`src/design/cce_pkg.sv`:
```
// Functional notes
// [RULE1] status bit 1 reads 1 when idle
// [RULE2] control bit 12 enables completion interrupt
// [RULE3] source address register at 0x0018
// [RULE4] destination address register at 0x0020
// [RULE5] byte count write at 0x0028 launches transfer
// [RULE6] host polls idle before next launch
// [RULE7] window upper at 0x1208, lower at 0x120c
// [RULE8] aperture address is base plus low 19 bits
// [RULE9] aperture 0x00080000..0x000fffff goes to host
// [RULE10] host address joins window bits with offset
// [RULE11] bridge turns accesses into host requests
// [RULE12] range 0x1148..0x1204 reads zero, no function
// [RULE13] two independent host window register pairs
// [RULE14] zero byte count flags error, stays idle
// [RULE15] idle drops at launch, returns after last write
package cce_pkg;
   // register offsets in the host register window
   localparam logic [15:0] OFS_CTRL = 16'h0000;
   localparam logic [15:0] OFS_STAT = 16'h0004;
   localparam logic [15:0] OFS_SRC = 16'h0018;
   localparam logic [15:0] OFS_DST = 16'h0020;
   localparam logic [15:0] OFS_BTT = 16'h0028;
   localparam logic [15:0] OFS_PHY = 16'h1144;
   localparam logic [15:0] OFS_UNUSED_LO = 16'h1148;
   localparam logic [15:0] OFS_UNUSED_HI = 16'h1204;
   localparam logic [15:0] OFS_W0U = 16'h1208;
   localparam logic [15:0] OFS_W0L = 16'h120c;
   localparam logic [15:0] OFS_W1U = 16'h1210;
   localparam logic [15:0] OFS_W1L = 16'h1214;
   // field positions
   localparam int STAT_IDLE_BIT = 1;
   localparam int STAT_ERR_BIT = 4;
   localparam int CTRL_IRQ_BIT = 12;
   localparam int CTRL_WSEL_BIT = 16;
   // host aperture on the internal bus
   localparam logic [31:0] APER_BASE = 32'h0008_0000;
   localparam logic [31:0] APER_LAST = 32'h000f_ffff;
   localparam int APER_BITS = 19;
   localparam int BTT_W = 23;
   // reset values
   localparam logic [31:0] CTRL_RST = 32'h0000_0000;
   localparam logic [31:0] ADDR_RST = 32'h0000_0000;
   // engine states
   typedef enum logic [2:0] {ST_IDLE, ST_RD_REQ, ST_RD_WAIT, ST_WR_REQ, ST_WR_WAIT} cce_state_e;
   // whole module state
   typedef struct packed {
      cce_state_e st;
      logic [31:0] ctrl;
      logic [31:0] src;
      logic [31:0] dst;
      logic [BTT_W-1:0] btt;
      logic [1:0][31:0] win_up;
      logic [1:0][31:0] win_lo;
      logic idle;
      logic err;
      logic [7:0] data;
      logic [31:0] rdata;
      logic rvalid;
      logic irq;
      logic loc_req;
      logic loc_we;
      logic [31:0] loc_addr;
      logic host_req;
      logic host_we;
      logic [63:0] host_addr;
      logic [7:0] wdata;
   } cce_state_s;
endpackage : cce_pkg

```
`src/design/cce_copy_engine.sv`:
```
`timescale 1ns/1ps
module cce_copy_engine (
   // clock and reset
   input wire logic clk_in,
   input wire logic reset_n_in,
   // host register window, inbound requests
   input wire logic reg_wr_in,
   input wire logic reg_rd_in,
   input wire logic [15:0] reg_addr_in,
   input wire logic [31:0] reg_wdata_in,
   output logic [31:0] reg_rdata_out,
   output logic reg_rvalid_out,
   // link status from the phy
   input wire logic [31:0] phy_status_in,
   // engine status
   output logic idle_out,
   output logic irq_out,
   // local internal bus master
   output logic loc_req_out,
   output logic loc_we_out,
   output logic [31:0] loc_addr_out,
   output logic [7:0] loc_wdata_out,
   input wire logic loc_ack_in,
   input wire logic [7:0] loc_rdata_in,
   // outbound host memory requests
   output logic host_req_out,
   output logic host_we_out,
   output logic [63:0] host_addr_out,
   output logic [7:0] host_wdata_out,
   input wire logic host_ack_in,
   input wire logic [7:0] host_rdata_in
);
   // registered state and its next value
   cce_pkg::cce_state_s s_r;
   cce_pkg::cce_state_s s_nxt;

   // true when an internal address falls in the host aperture
   function automatic logic in_aper(input logic [31:0] a);
      in_aper = (a >= cce_pkg::APER_BASE) && (a <= cce_pkg::APER_LAST); // [RULE9]
   endfunction : in_aper

   // host address: window bits above, aperture offset below
   function automatic logic [63:0] xlate(input logic [31:0] up, input logic [31:0] lo, input logic [31:0] a);
      xlate = {up, lo[31:cce_pkg::APER_BITS], a[cce_pkg::APER_BITS-1:0]}; // [RULE8] [RULE10]
   endfunction : xlate

   // decoded register strobes
   logic wr_btt;
   assign wr_btt = reg_wr_in && (reg_addr_in == cce_pkg::OFS_BTT);

   // next-state logic
   always_comb begin
      logic [31:0] a;
      logic sel;
      a = 32'h0;
      sel = s_r.ctrl[cce_pkg::CTRL_WSEL_BIT];
      s_nxt = s_r;
      s_nxt.irq = 1'b0;
      s_nxt.rvalid = 1'b0;
      // register writes; address and count are locked while busy
      if (reg_wr_in) begin
         case (reg_addr_in)
            cce_pkg::OFS_CTRL: s_nxt.ctrl = reg_wdata_in; // [RULE2]
            cce_pkg::OFS_STAT: begin
               // write one clears the error flag
               if (reg_wdata_in[cce_pkg::STAT_ERR_BIT]) begin
                  s_nxt.err = 1'b0;
               end
            end
            cce_pkg::OFS_SRC: if (s_r.idle) s_nxt.src = reg_wdata_in; // [RULE3]
            cce_pkg::OFS_DST: if (s_r.idle) s_nxt.dst = reg_wdata_in; // [RULE4]
            cce_pkg::OFS_W0U: s_nxt.win_up[0] = reg_wdata_in; // [RULE7] [RULE13]
            cce_pkg::OFS_W0L: s_nxt.win_lo[0] = reg_wdata_in; // [RULE7] [RULE13]
            cce_pkg::OFS_W1U: s_nxt.win_up[1] = reg_wdata_in; // [RULE13]
            cce_pkg::OFS_W1L: s_nxt.win_lo[1] = reg_wdata_in; // [RULE13]
            default: ; // byte count handled by the engine, others ignored
         endcase
      end
      // register reads, answered one cycle later
      if (reg_rd_in) begin
         s_nxt.rvalid = 1'b1;
         s_nxt.rdata = 32'h0;
         case (reg_addr_in)
            cce_pkg::OFS_CTRL: s_nxt.rdata = s_r.ctrl;
            cce_pkg::OFS_STAT: begin
               s_nxt.rdata[cce_pkg::STAT_IDLE_BIT] = s_r.idle; // [RULE1]
               s_nxt.rdata[cce_pkg::STAT_ERR_BIT] = s_r.err;
            end
            cce_pkg::OFS_SRC: s_nxt.rdata = s_r.src;
            cce_pkg::OFS_DST: s_nxt.rdata = s_r.dst;
            cce_pkg::OFS_BTT: s_nxt.rdata = {9'h0, s_r.btt};
            cce_pkg::OFS_PHY: s_nxt.rdata = phy_status_in;
            cce_pkg::OFS_W0U: s_nxt.rdata = s_r.win_up[0];
            cce_pkg::OFS_W0L: s_nxt.rdata = s_r.win_lo[0];
            cce_pkg::OFS_W1U: s_nxt.rdata = s_r.win_up[1];
            cce_pkg::OFS_W1L: s_nxt.rdata = s_r.win_lo[1];
            default: s_nxt.rdata = 32'h0; // unused bridge range and holes read zero [RULE12]
         endcase
      end
      // copy engine, one byte per read/write pair
      case (s_r.st)
         cce_pkg::ST_IDLE: begin
            if (wr_btt) begin // [RULE5]
               if (reg_wdata_in[cce_pkg::BTT_W-1:0] == 23'h0) begin
                  s_nxt.err = 1'b1; // halt at once, idle stays set [RULE14]
               end else begin
                  s_nxt.btt = reg_wdata_in[cce_pkg::BTT_W-1:0];
                  s_nxt.idle = 1'b0; // [RULE15]
                  s_nxt.st = cce_pkg::ST_RD_REQ;
               end
            end
         end
         cce_pkg::ST_RD_REQ: begin
            // read from host window or local bus [RULE11]
            a = s_r.src;
            s_nxt.loc_we = 1'b0;
            s_nxt.host_we = 1'b0;
            if (in_aper(a)) begin
               s_nxt.host_req = 1'b1;
               s_nxt.host_addr = xlate(s_r.win_up[sel], s_r.win_lo[sel], a); // [RULE10]
            end else begin
               s_nxt.loc_req = 1'b1;
               s_nxt.loc_addr = a;
            end
            s_nxt.st = cce_pkg::ST_RD_WAIT;
         end
         cce_pkg::ST_RD_WAIT: begin
            // capture the byte from whichever path answered
            if (s_r.host_req && host_ack_in) begin
               s_nxt.host_req = 1'b0;
               s_nxt.data = host_rdata_in;
               s_nxt.st = cce_pkg::ST_WR_REQ;
            end else if (s_r.loc_req && loc_ack_in) begin
               s_nxt.loc_req = 1'b0;
               s_nxt.data = loc_rdata_in;
               s_nxt.st = cce_pkg::ST_WR_REQ;
            end
         end
         cce_pkg::ST_WR_REQ: begin
            // write to host window or local bus [RULE11]
            a = s_r.dst;
            s_nxt.wdata = s_r.data;
            s_nxt.loc_we = 1'b1;
            s_nxt.host_we = 1'b1;
            if (in_aper(a)) begin
               s_nxt.host_req = 1'b1;
               s_nxt.host_addr = xlate(s_r.win_up[sel], s_r.win_lo[sel], a); // [RULE10]
            end else begin
               s_nxt.loc_req = 1'b1;
               s_nxt.loc_addr = a;
            end
            s_nxt.st = cce_pkg::ST_WR_WAIT;
         end
         cce_pkg::ST_WR_WAIT: begin
            // on write acceptance step pointers, finish on the last byte
            if ((s_r.host_req && host_ack_in) || (s_r.loc_req && loc_ack_in)) begin
               s_nxt.host_req = 1'b0;
               s_nxt.loc_req = 1'b0;
               s_nxt.src = s_r.src + 32'h1;
               s_nxt.dst = s_r.dst + 32'h1;
               s_nxt.btt = s_r.btt - 23'h1;
               if (s_r.btt == 23'h1) begin
                  s_nxt.idle = 1'b1; // [RULE15]
                  s_nxt.irq = s_r.ctrl[cce_pkg::CTRL_IRQ_BIT]; // [RULE2]
                  s_nxt.st = cce_pkg::ST_IDLE;
               end else begin
                  s_nxt.st = cce_pkg::ST_RD_REQ;
               end
            end
         end
         default: s_nxt.st = cce_pkg::ST_IDLE;
      endcase
   end

   // state register
   always_ff @(posedge clk_in or negedge reset_n_in) begin
      if (!reset_n_in) begin
         s_r <= '0;
         s_r.st <= cce_pkg::ST_IDLE;
         s_r.ctrl <= cce_pkg::CTRL_RST;
         s_r.src <= cce_pkg::ADDR_RST;
         s_r.dst <= cce_pkg::ADDR_RST;
         s_r.idle <= 1'b1;
      end else begin
         s_r <= s_nxt;
      end
   end

   // outputs straight from the state flops
   assign reg_rdata_out = s_r.rdata;
   assign reg_rvalid_out = s_r.rvalid;
   assign idle_out = s_r.idle;
   assign irq_out = s_r.irq;
   assign loc_req_out = s_r.loc_req;
   assign loc_we_out = s_r.loc_we;
   assign loc_addr_out = s_r.loc_addr;
   assign loc_wdata_out = s_r.wdata;
   assign host_req_out = s_r.host_req;
   assign host_we_out = s_r.host_we;
   assign host_addr_out = s_r.host_addr;
   assign host_wdata_out = s_r.wdata;
endmodule : cce_copy_engine

```
`config.mk`:
```
export PLATFORM = sky130hd
export DESIGN_NAME = cce_copy_engine
export DESIGN_NICKNAME = d
export VERILOG_FILES = /design/src/design/cce_pkg.sv /design/src/design/cce_copy_engine.sv
export SDC_FILE = /design/constraint.sdc
export NUM_CORES = 1
export LEC_CHECK = 0
export ABC_AREA = 1
export BUFFER_PORTS_ARGS = -buffer_cell sky130_fd_sc_hd__buf_2
export CORE_MARGIN = 3
export CORE_UTILIZATION = 30
export DETAILED_ROUTE_END_ITERATION = 8
export GPL_TIMING_DRIVEN = 0
export HOLD_SLACK_MARGIN = 0.12
export MAX_ROUTING_LAYER = met4
export PLACE_DENSITY_LB_ADDON = 0.25
export SLEW_MARGIN = 20
export SYNTH_ARGS = -nofsm -noshare
export SYNTH_HDL_FRONTEND = slang
export SYNTH_SLANG_ARGS = --single-unit
```
`constraint.sdc`:
```
create_clock -name clk_in -period 3.31 [get_ports clk_in]
set_input_delay 0.1655 -clock clk_in [delete_from_list [all_inputs] [get_ports clk_in]]
set_output_delay 0.1655 -clock clk_in [all_outputs]
set_load 0.005 [all_outputs]
```
==> impl_metrics.json, run 1 <==
{
  "synthCells": 3119,
  "path_max_fanout": 10,
  "cts_tree": "built",
  "fp.dieH_um": 282,
  "wl_per_cell_um": 21.0,
  "ys_types": 44,
  "drv_slew": 0,
  "gr-total-overflow": 0,
  "synth_area_leader_cell": "dfrtp_1",
  "io_pins": 253,
  "worstMarginPinSlew_ns": 1.03,
  "worst-path-buf-inv": 7,
  "grt_pass1_wl_um": 140000,
  "numCtsBuffers": 49,
  "synth_edf_count": 0,
  "clock-root-buffer": "clkbuf_16",
  "nNetsFinal": 3616,
  "rows": 100,
  "avgSynthCellArea_um2": 7.31,
  "r2r_cells": 10,
  "drt-total-wl_um": 95000,
  "ant_nets": 0,
  "grt_pass1_vias": 21715,
  "ys_warn_count": 0,
  "grt_usage_pct": 24.2,
  "drt-pass1-iter-count": 6,
  "power.density_nw_per_um2": 644,
  "crit_start": "reg_addr_in[12]",
  "cp-end-kind": "flip-flop",
  "clock_latency_ns": 0.60,
  "vias": 22689,
  "viasPerCell": 5.02,
  "synth_ff_type": "dfrtp_1",
  "peakVddDrop_mv": 0.372,
  "h-tree-depth": 2,
  "die_w_um": 282,
  "start_util_pct": 30.5,
  "crit_chain": "dlygate4sd3_1 -> buf_2 -> nor2_1 -> dlygate4sd3_1 -> nand2_1 -> dlygate4sd3_1 -> nor2_4 -> buf_4 -> buf_6 -> clkbuf_4 -> nand3_1 -> nand2_1 -> nor2_1 -> nand3_1 -> nand2_1 -> nand2_1",
  "crit_required_ns": 3.78,
  "clock_skew_ns": 0.0250,
  "period_needed_ns": 3.28,
  "max_stage_delay_ns": 0.59,
  "die-area_um2": 79300,
  "area_growth_pct": 22.7,
  "whs_path_depth": 7,
  "seq_area_frac_synth_pct": 44.0,
  "critical_path_class": "in -> reg",
  "worst_r2r_endpoint": "host_addr_out[17]",
  "slowest_stage": "dlygate4sd3_1",
  "clk_path_buf_depth": 3,
  "start_kind": "input pin",
  "fmax_mhz": 304,
  "hold_violations": 0,
  "hold_end": "reg_rdata_out[2]",
  "dpl.hpwl_um": 72300,
  "core_um2": 74800,
  "drt-initial-drc-count": 2226,
  "final-setup-viol-count": 0,
  "reg2reg_slack_ns": 0.61,
  "finalInstanceArea_um2": 28000,
  "worstHoldStart": "phy_status_in[2]",
  "hold_ws_ns": 0.163,
  "rr_startpoint": "s_r[401]",
  "crit_family": "buffers and inverters",
  "synth_nets": 3227,
  "hp-class": "in -> reg",
  "place_area_um2": 25400,
  "finish.utilization_pct": 37.4,
  "layout.cells.non_filler": 4520,
  "synth_top_area_share_pct": 43.9,
  "synth_area_leaders": "dfrtp_1 44%, nand2_1 16%, nand3_1 7.7%",
  "synth.most_common_cell": "nand2_1",
  "p_leak_uw": 0.0141,
  "tns_ns": 0,
  "netlist_area_um2": 22800,
  "io_buffers": 251,
  "synthArstFlopShare_pct": 100,
  "ys_ff_latch": 401,
  "route.detailed.drc": 0,
  "clock_sinks": 401,
  "rsz0062_at_grt": "no",
  "antenna_found_initial": 5,
  "clkTransAtPathRegs_ns": 0.06,
  "worstPathArrival_ns": 3.76,
  "gp_congestion": 0.981,
  "status": "complete, no violations",
  "drive_gt1_share_pct": 17.3,
  "period_share_pct": 99.2,
  "grt_max_degree": 89,
  "drv_cap": 0,
  "crit_top_cell": "nand2_1",
  "place_inst": 4344,
  "synth_commonest_cells": "984 x nand2_1, 400 x dfrtp_1, 349 x nand3_1, 307 x o21ai_0, 231 x nor2_1",
  "slew_headroom_pct": 30.6
}
[final cells by class]
class,instances,area (µm²)
clock buffers,71,1440
repair buffers,338,2240
well taps,969,1210
multi-input cells,2217,10200
flip-flops and latches,401,10000
diodes,4,10.0
fillers,8037,46800
clock inverters,19,258
plain buffers,309,1860
inverters,192,721
[cells in the final DEF, fill, tap and decap left out, drive strengths merged]
cell type / count
xor2: 21
nand3b: 3
dfrtp: 400
o22ai: 13
dfstp: 1
o21ai: 374
o31ai: 2
or2: 1
xnor2: 3
o21bai: 4
clkinvlp: 2
o211ai: 10
nor2: 251
a31oi: 8
clkinv: 12
a21oi: 69
dlymetal6s4s: 1
bufinv: 6
clkbuf: 154
and3: 2
and2: 1
ha: 6
a22oi: 2
dlygate4sd3: 78
diode: 4
nand2: 991
inv: 191
nand3: 354
buf: 485
nor3: 32
nor4: 2
nand4: 24
mux2i: 44
[per-stage QoR]
| stage | total power (µW) | setup WS [ns] |
|---|---|---|
| after floorplan | 9810 | 1.68 |
| after global placement | 12000 | -6.61 |
| after detailed placement | 12000 | 0.603 |
| after CTS | 18000 | 0.0913 |
| after global routing | 19000 | 0.00287 |
| final | 18000 | 0.0256 |
[registers in the layout, summed over array words and instances, names as in the netlist]
| signal | count |
|---|---|
| idle_out | 1 |
| loc_req_out | 1 |
| reg_rdata_out | 32 |
| s_r | 259 |
| host_wdata_out | 8 |
| host_req_out | 1 |
| irq_out | 1 |
| loc_addr_out | 32 |
| reg_rvalid_out | 1 |
| loc_we_out | 1 |
| host_addr_out | 64 |
[layer usage]
metal | up-vias | track usage, % | routed length, µm
li1 | 10799 | - | -
met1 | 10811 | 32.6 | 41400
met2 | 922 | 37.4 | 43100
met3 | 157 | 3.97 | 7440
met4 | 0 | 7.56 | 3050
met5 | - | - | 0
[timing repair]
item,CTS,global route
gates resized for setup,0,7
setup buffers,0,2
endpoints found under the setup margin,0,34
hold buffers,80,0
hold endpoints to repair,345,0
[worst max-delay path by stage]
stage / endpoint / slack, ns / depth (start not counted)
after global routing: reg_rdata_out[18] / 0.003 / 16
after detailed placement: host_addr_out[18] / 0.60 / 10
after floorplan: s_r[298] / 1.68 / 11
final: reg_rdata_out[18] / 0.03 / 16
after CTS: s_r[287] / 0.09 / 15
after global placement: host_addr_out[24] / -6.61 / 1
[power by group]
group	switching, µW	leakage (µW)	internal, µW
clock network	2250	0.000835	3480
logic	3470	0.00789	2010
registers	1090	0.00533	5700
total	6810	0.0141	11200
[cells by family after synthesis]
family | synth area share [%]
XOR/XNOR | 0.922
buffers and inverters | 11.3
AND/OR/NAND/NOR | 30.6
multiplexers | 1.93
flip-flops | 44.0
AO/OA/AOI/OAI | 10.9
adder cells (fa/ha/maj) | 0.329
[worst reg2reg max path, stage by stage, from the launching register on]
cell	delay, ns
dfrtp_1	0.43
nor2_2	0.25
inv_1	0.12
nor2_1	0.34
nand3_1	0.12
nand2_1	0.41
inv_2	0.26
buf_2	0.27
buf_4	0.22
nand2_1	0.08
o21ai_0	0.07
Power figures use the tool's default switching activity.
==> run 2: changes to the inputs <==
--- a/config.mk
+++ b/config.mk
@@ -10,7 +10,6 @@
 export CORE_MARGIN = 3
 export CORE_UTILIZATION = 30
 export DETAILED_ROUTE_END_ITERATION = 8
-export GPL_TIMING_DRIVEN = 0
 export HOLD_SLACK_MARGIN = 0.12
 export MAX_ROUTING_LAYER = met4
 export PLACE_DENSITY_LB_ADDON = 0.25
==> run 2 against run 1 <==
Against the previous run:
- combinational power is 13% lower
- final cell count shrank 6.2%
- clock skew is 0.0032 ns lower
- non-clock buffer count shrank 270
- fmax up 4.5%
- largest power group unchanged
- final area decreased by 6.3%
- die area did not move
- via count is 6.5% lower
- first-iteration DRC count is 14% lower
- critical path depth decreased by 2
- global-route usage is 2.2 points lower
==> impl_metrics.json, run 2 (synthesis gave the netlist of run 1 again) <==
{
  "area_growth_pct": 15.0,
  "regArea_um2": 10000,
  "place_inst": 4087,
  "rsz0062_at_grt": "no",
  "final-setup-viol-count": 0,
  "fmax_mhz": 318,
  "slew_headroom_pct": 39.2,
  "clk_path_buf_depth": 3,
  "crit_chain": "dlygate4sd3_1 -> buf_2 -> nor2_1 -> dlygate4sd3_1 -> nand2_1 -> nor2_4 -> dlygate4sd3_1 -> nand2_2 -> nor2_2 -> buf_4 -> nand2_2 -> buf_6 -> nand2_1 -> o21ai_0",
  "ant_nets": 0,
  "antenna_found_initial": 0,
  "gp_congestion": 0.993,
  "drt-initial-drc-count": 1919,
  "clkTransAtPathRegs_ns": 0.06,
  "start_kind": "input pin",
  "clock_skew_ns": 0.0217,
  "multi_input_area_um2": 10200,
  "p_leak_uw": 0.0129,
  "n_antenna_cell": 0,
  "grt_max_degree": 89,
  "die_w_um": 282,
  "dpl.hpwl_um": 62700,
  "largest-register": "s_r",
  "numCtsBuffers": 46,
  "drt-pass1-iter-count": 7,
  "worstPathArrival_ns": 3.61,
  "nNetsFinal": 3343,
  "clock_sinks": 401,
  "route.detailed.drc": 0,
  "tns_ns": 0,
  "path_max_fanout": 52,
  "crit_family": "buffers and inverters",
  "layout.cells.non_filler": 4240,
  "peakVddDrop_mv": 0.426,
  "worst-path-buf-inv": 6,
  "die-area_um2": 79300,
  "rows": 100,
  "max_stage_delay_ns": 0.67,
  "drv_cap": 0,
  "wl_per_cell_um": 20.3,
  "power.density_nw_per_um2": 636,
  "grt_pass1_vias": 20057,
  "slowest_stage": "dlygate4sd3_1",
  "crit_top_cell": "dlygate4sd3_1",
  "n_fill_cell": 8020,
  "io_pins": 253,
  "preCtsSetupSlack_ns": 0.752,
  "start_util_pct": 30.5,
  "period_needed_ns": 3.14,
  "worstMarginPinSlew_ns": 0.909,
  "final_cell_mix": "984 x nand2_1, 399 x dfrtp_1, 349 x nand3_1",
  "clock_latency_ns": 0.60,
  "timing.final.ws_setup_ns": 0.168,
  "crit_required_ns": 3.78,
  "h-tree-depth": 2,
  "hp-class": "in -> reg",
  "status": "complete, no violations",
  "grt_pass1_wl_um": 129000,
  "largest_reg_flops": 259,
  "drive_gt1_share_pct": 13.1,
  "cts_tree": "built",
  "drt-total-wl_um": 86200,
  "clock-root-buffer": "clkbuf_16",
  "gr-total-overflow": 0,
  "core_um2": 74800,
  "final_common_cell": "nand2_1",
  "hold_violations": 0,
  "viasPerCell": 5.00,
  "critical_path_class": "in -> reg",
  "period_share_pct": 94.9,
  "fp.dieH_um": 282,
  "grt_usage_pct": 22.0,
  "io_buffers": 252,
  "cp-end-kind": "flip-flop",
  "drv_slew": 0,
  "vias": 21206
}
-- run 2: cell count changes in the layout (fill, tap and decap cells not counted), moves of 3 or more --
cell and change:
buf_1 -7, buf_12 +13, buf_16 -6, buf_2 -59
buf_4 -114, buf_6 -3, bufinv_16 -5, clkbuf_1 -71
clkbuf_16 -5, clkbuf_2 -5, clkinv_2 -3, diode_2 -4
dlygate4sd3_1 -10
-- run 2: worst reg2reg max path: stages (launching register included) --
cell and delay [ns]:
dfrtp_1 0.61, nand2_1 0.31, nand2_1 0.16, inv_1 0.10
nor2_1 0.70, a31oi_1 0.16, dlygate4sd3_1 0.61
-- run 2: worst paths after layout --
kind                            slack [ns]  cells past startpoint             start                 to
worst max-delay path                  0.17                     14   reg_addr_in[12]           s_r[391]
worst min-delay path                  0.13                      7  phy_status_in[4]   reg_rdata_out[4]
worst max register to register        0.54                      6      host_req_out           s_r[146]
worst min register to register        0.46                      2          s_r[143]  host_wdata_out[1]
max in group asynchronous             2.36                      4        reset_n_in  host_addr_out[14]
min in group asynchronous             0.18                      3        reset_n_in            irq_out
-- run 2: metrics by stage --
step / instance area, µm² / hold slack, ns / power (µW) / util, %
after floorplan: 22800 / -0.130 / 9810 / -
after global placement: 24000 / 0.0760 / 11500 / 32.1
after detailed placement: 24000 / 0.0751 / 11400 / 32.1
after CTS: 26200 / 0.122 / 16800 / 35.0
after global routing: 26200 / 0.154 / 17700 / 35.0
final: 26200 / 0.135 / 16700 / 35.0
-- run 2: timing repair --
item | in CTS | in global routing
setup buffers | 0 | 0
setup endpoints to repair | 0 | 26
hold buffers | 69 | 0
resized for setup | 0 | 1
hold endpoints to repair | 508 | 0
-- run 2: layer usage --
layer / global-route usage, % / vias up / wire (µm)
met5: - / - / 0
met4: 6.65 / 0 / 2680
met3: 4.02 / 133 / 6380
met2: 33.0 / 775 / 37800
met1: 30.4 / 10062 / 39400
li1: - / 10236 / -
-- run 2: area by class of cell --
| type | instances | area share, % |
|---|---|---|
| well taps | 969 | 4.63 |
| repair buffers | 377 | 9.71 |
| clock buffers | 74 | 5.21 |
| flip-flops and latches | 401 | 38.3 |
| clock inverters | 10 | 0.463 |
| multi-input cells | 2217 | 38.9 |
| inverters | 192 | 2.75 |
-- run 2: power breakdown --
part | internal [µW] | switching, µW | total [µW]
clock | 2920 | 2170 | 5090
sequential | 5700 | 1120 | 6820
combinational | 1600 | 3150 | 4750
total | 10200 | 6450 | 16700
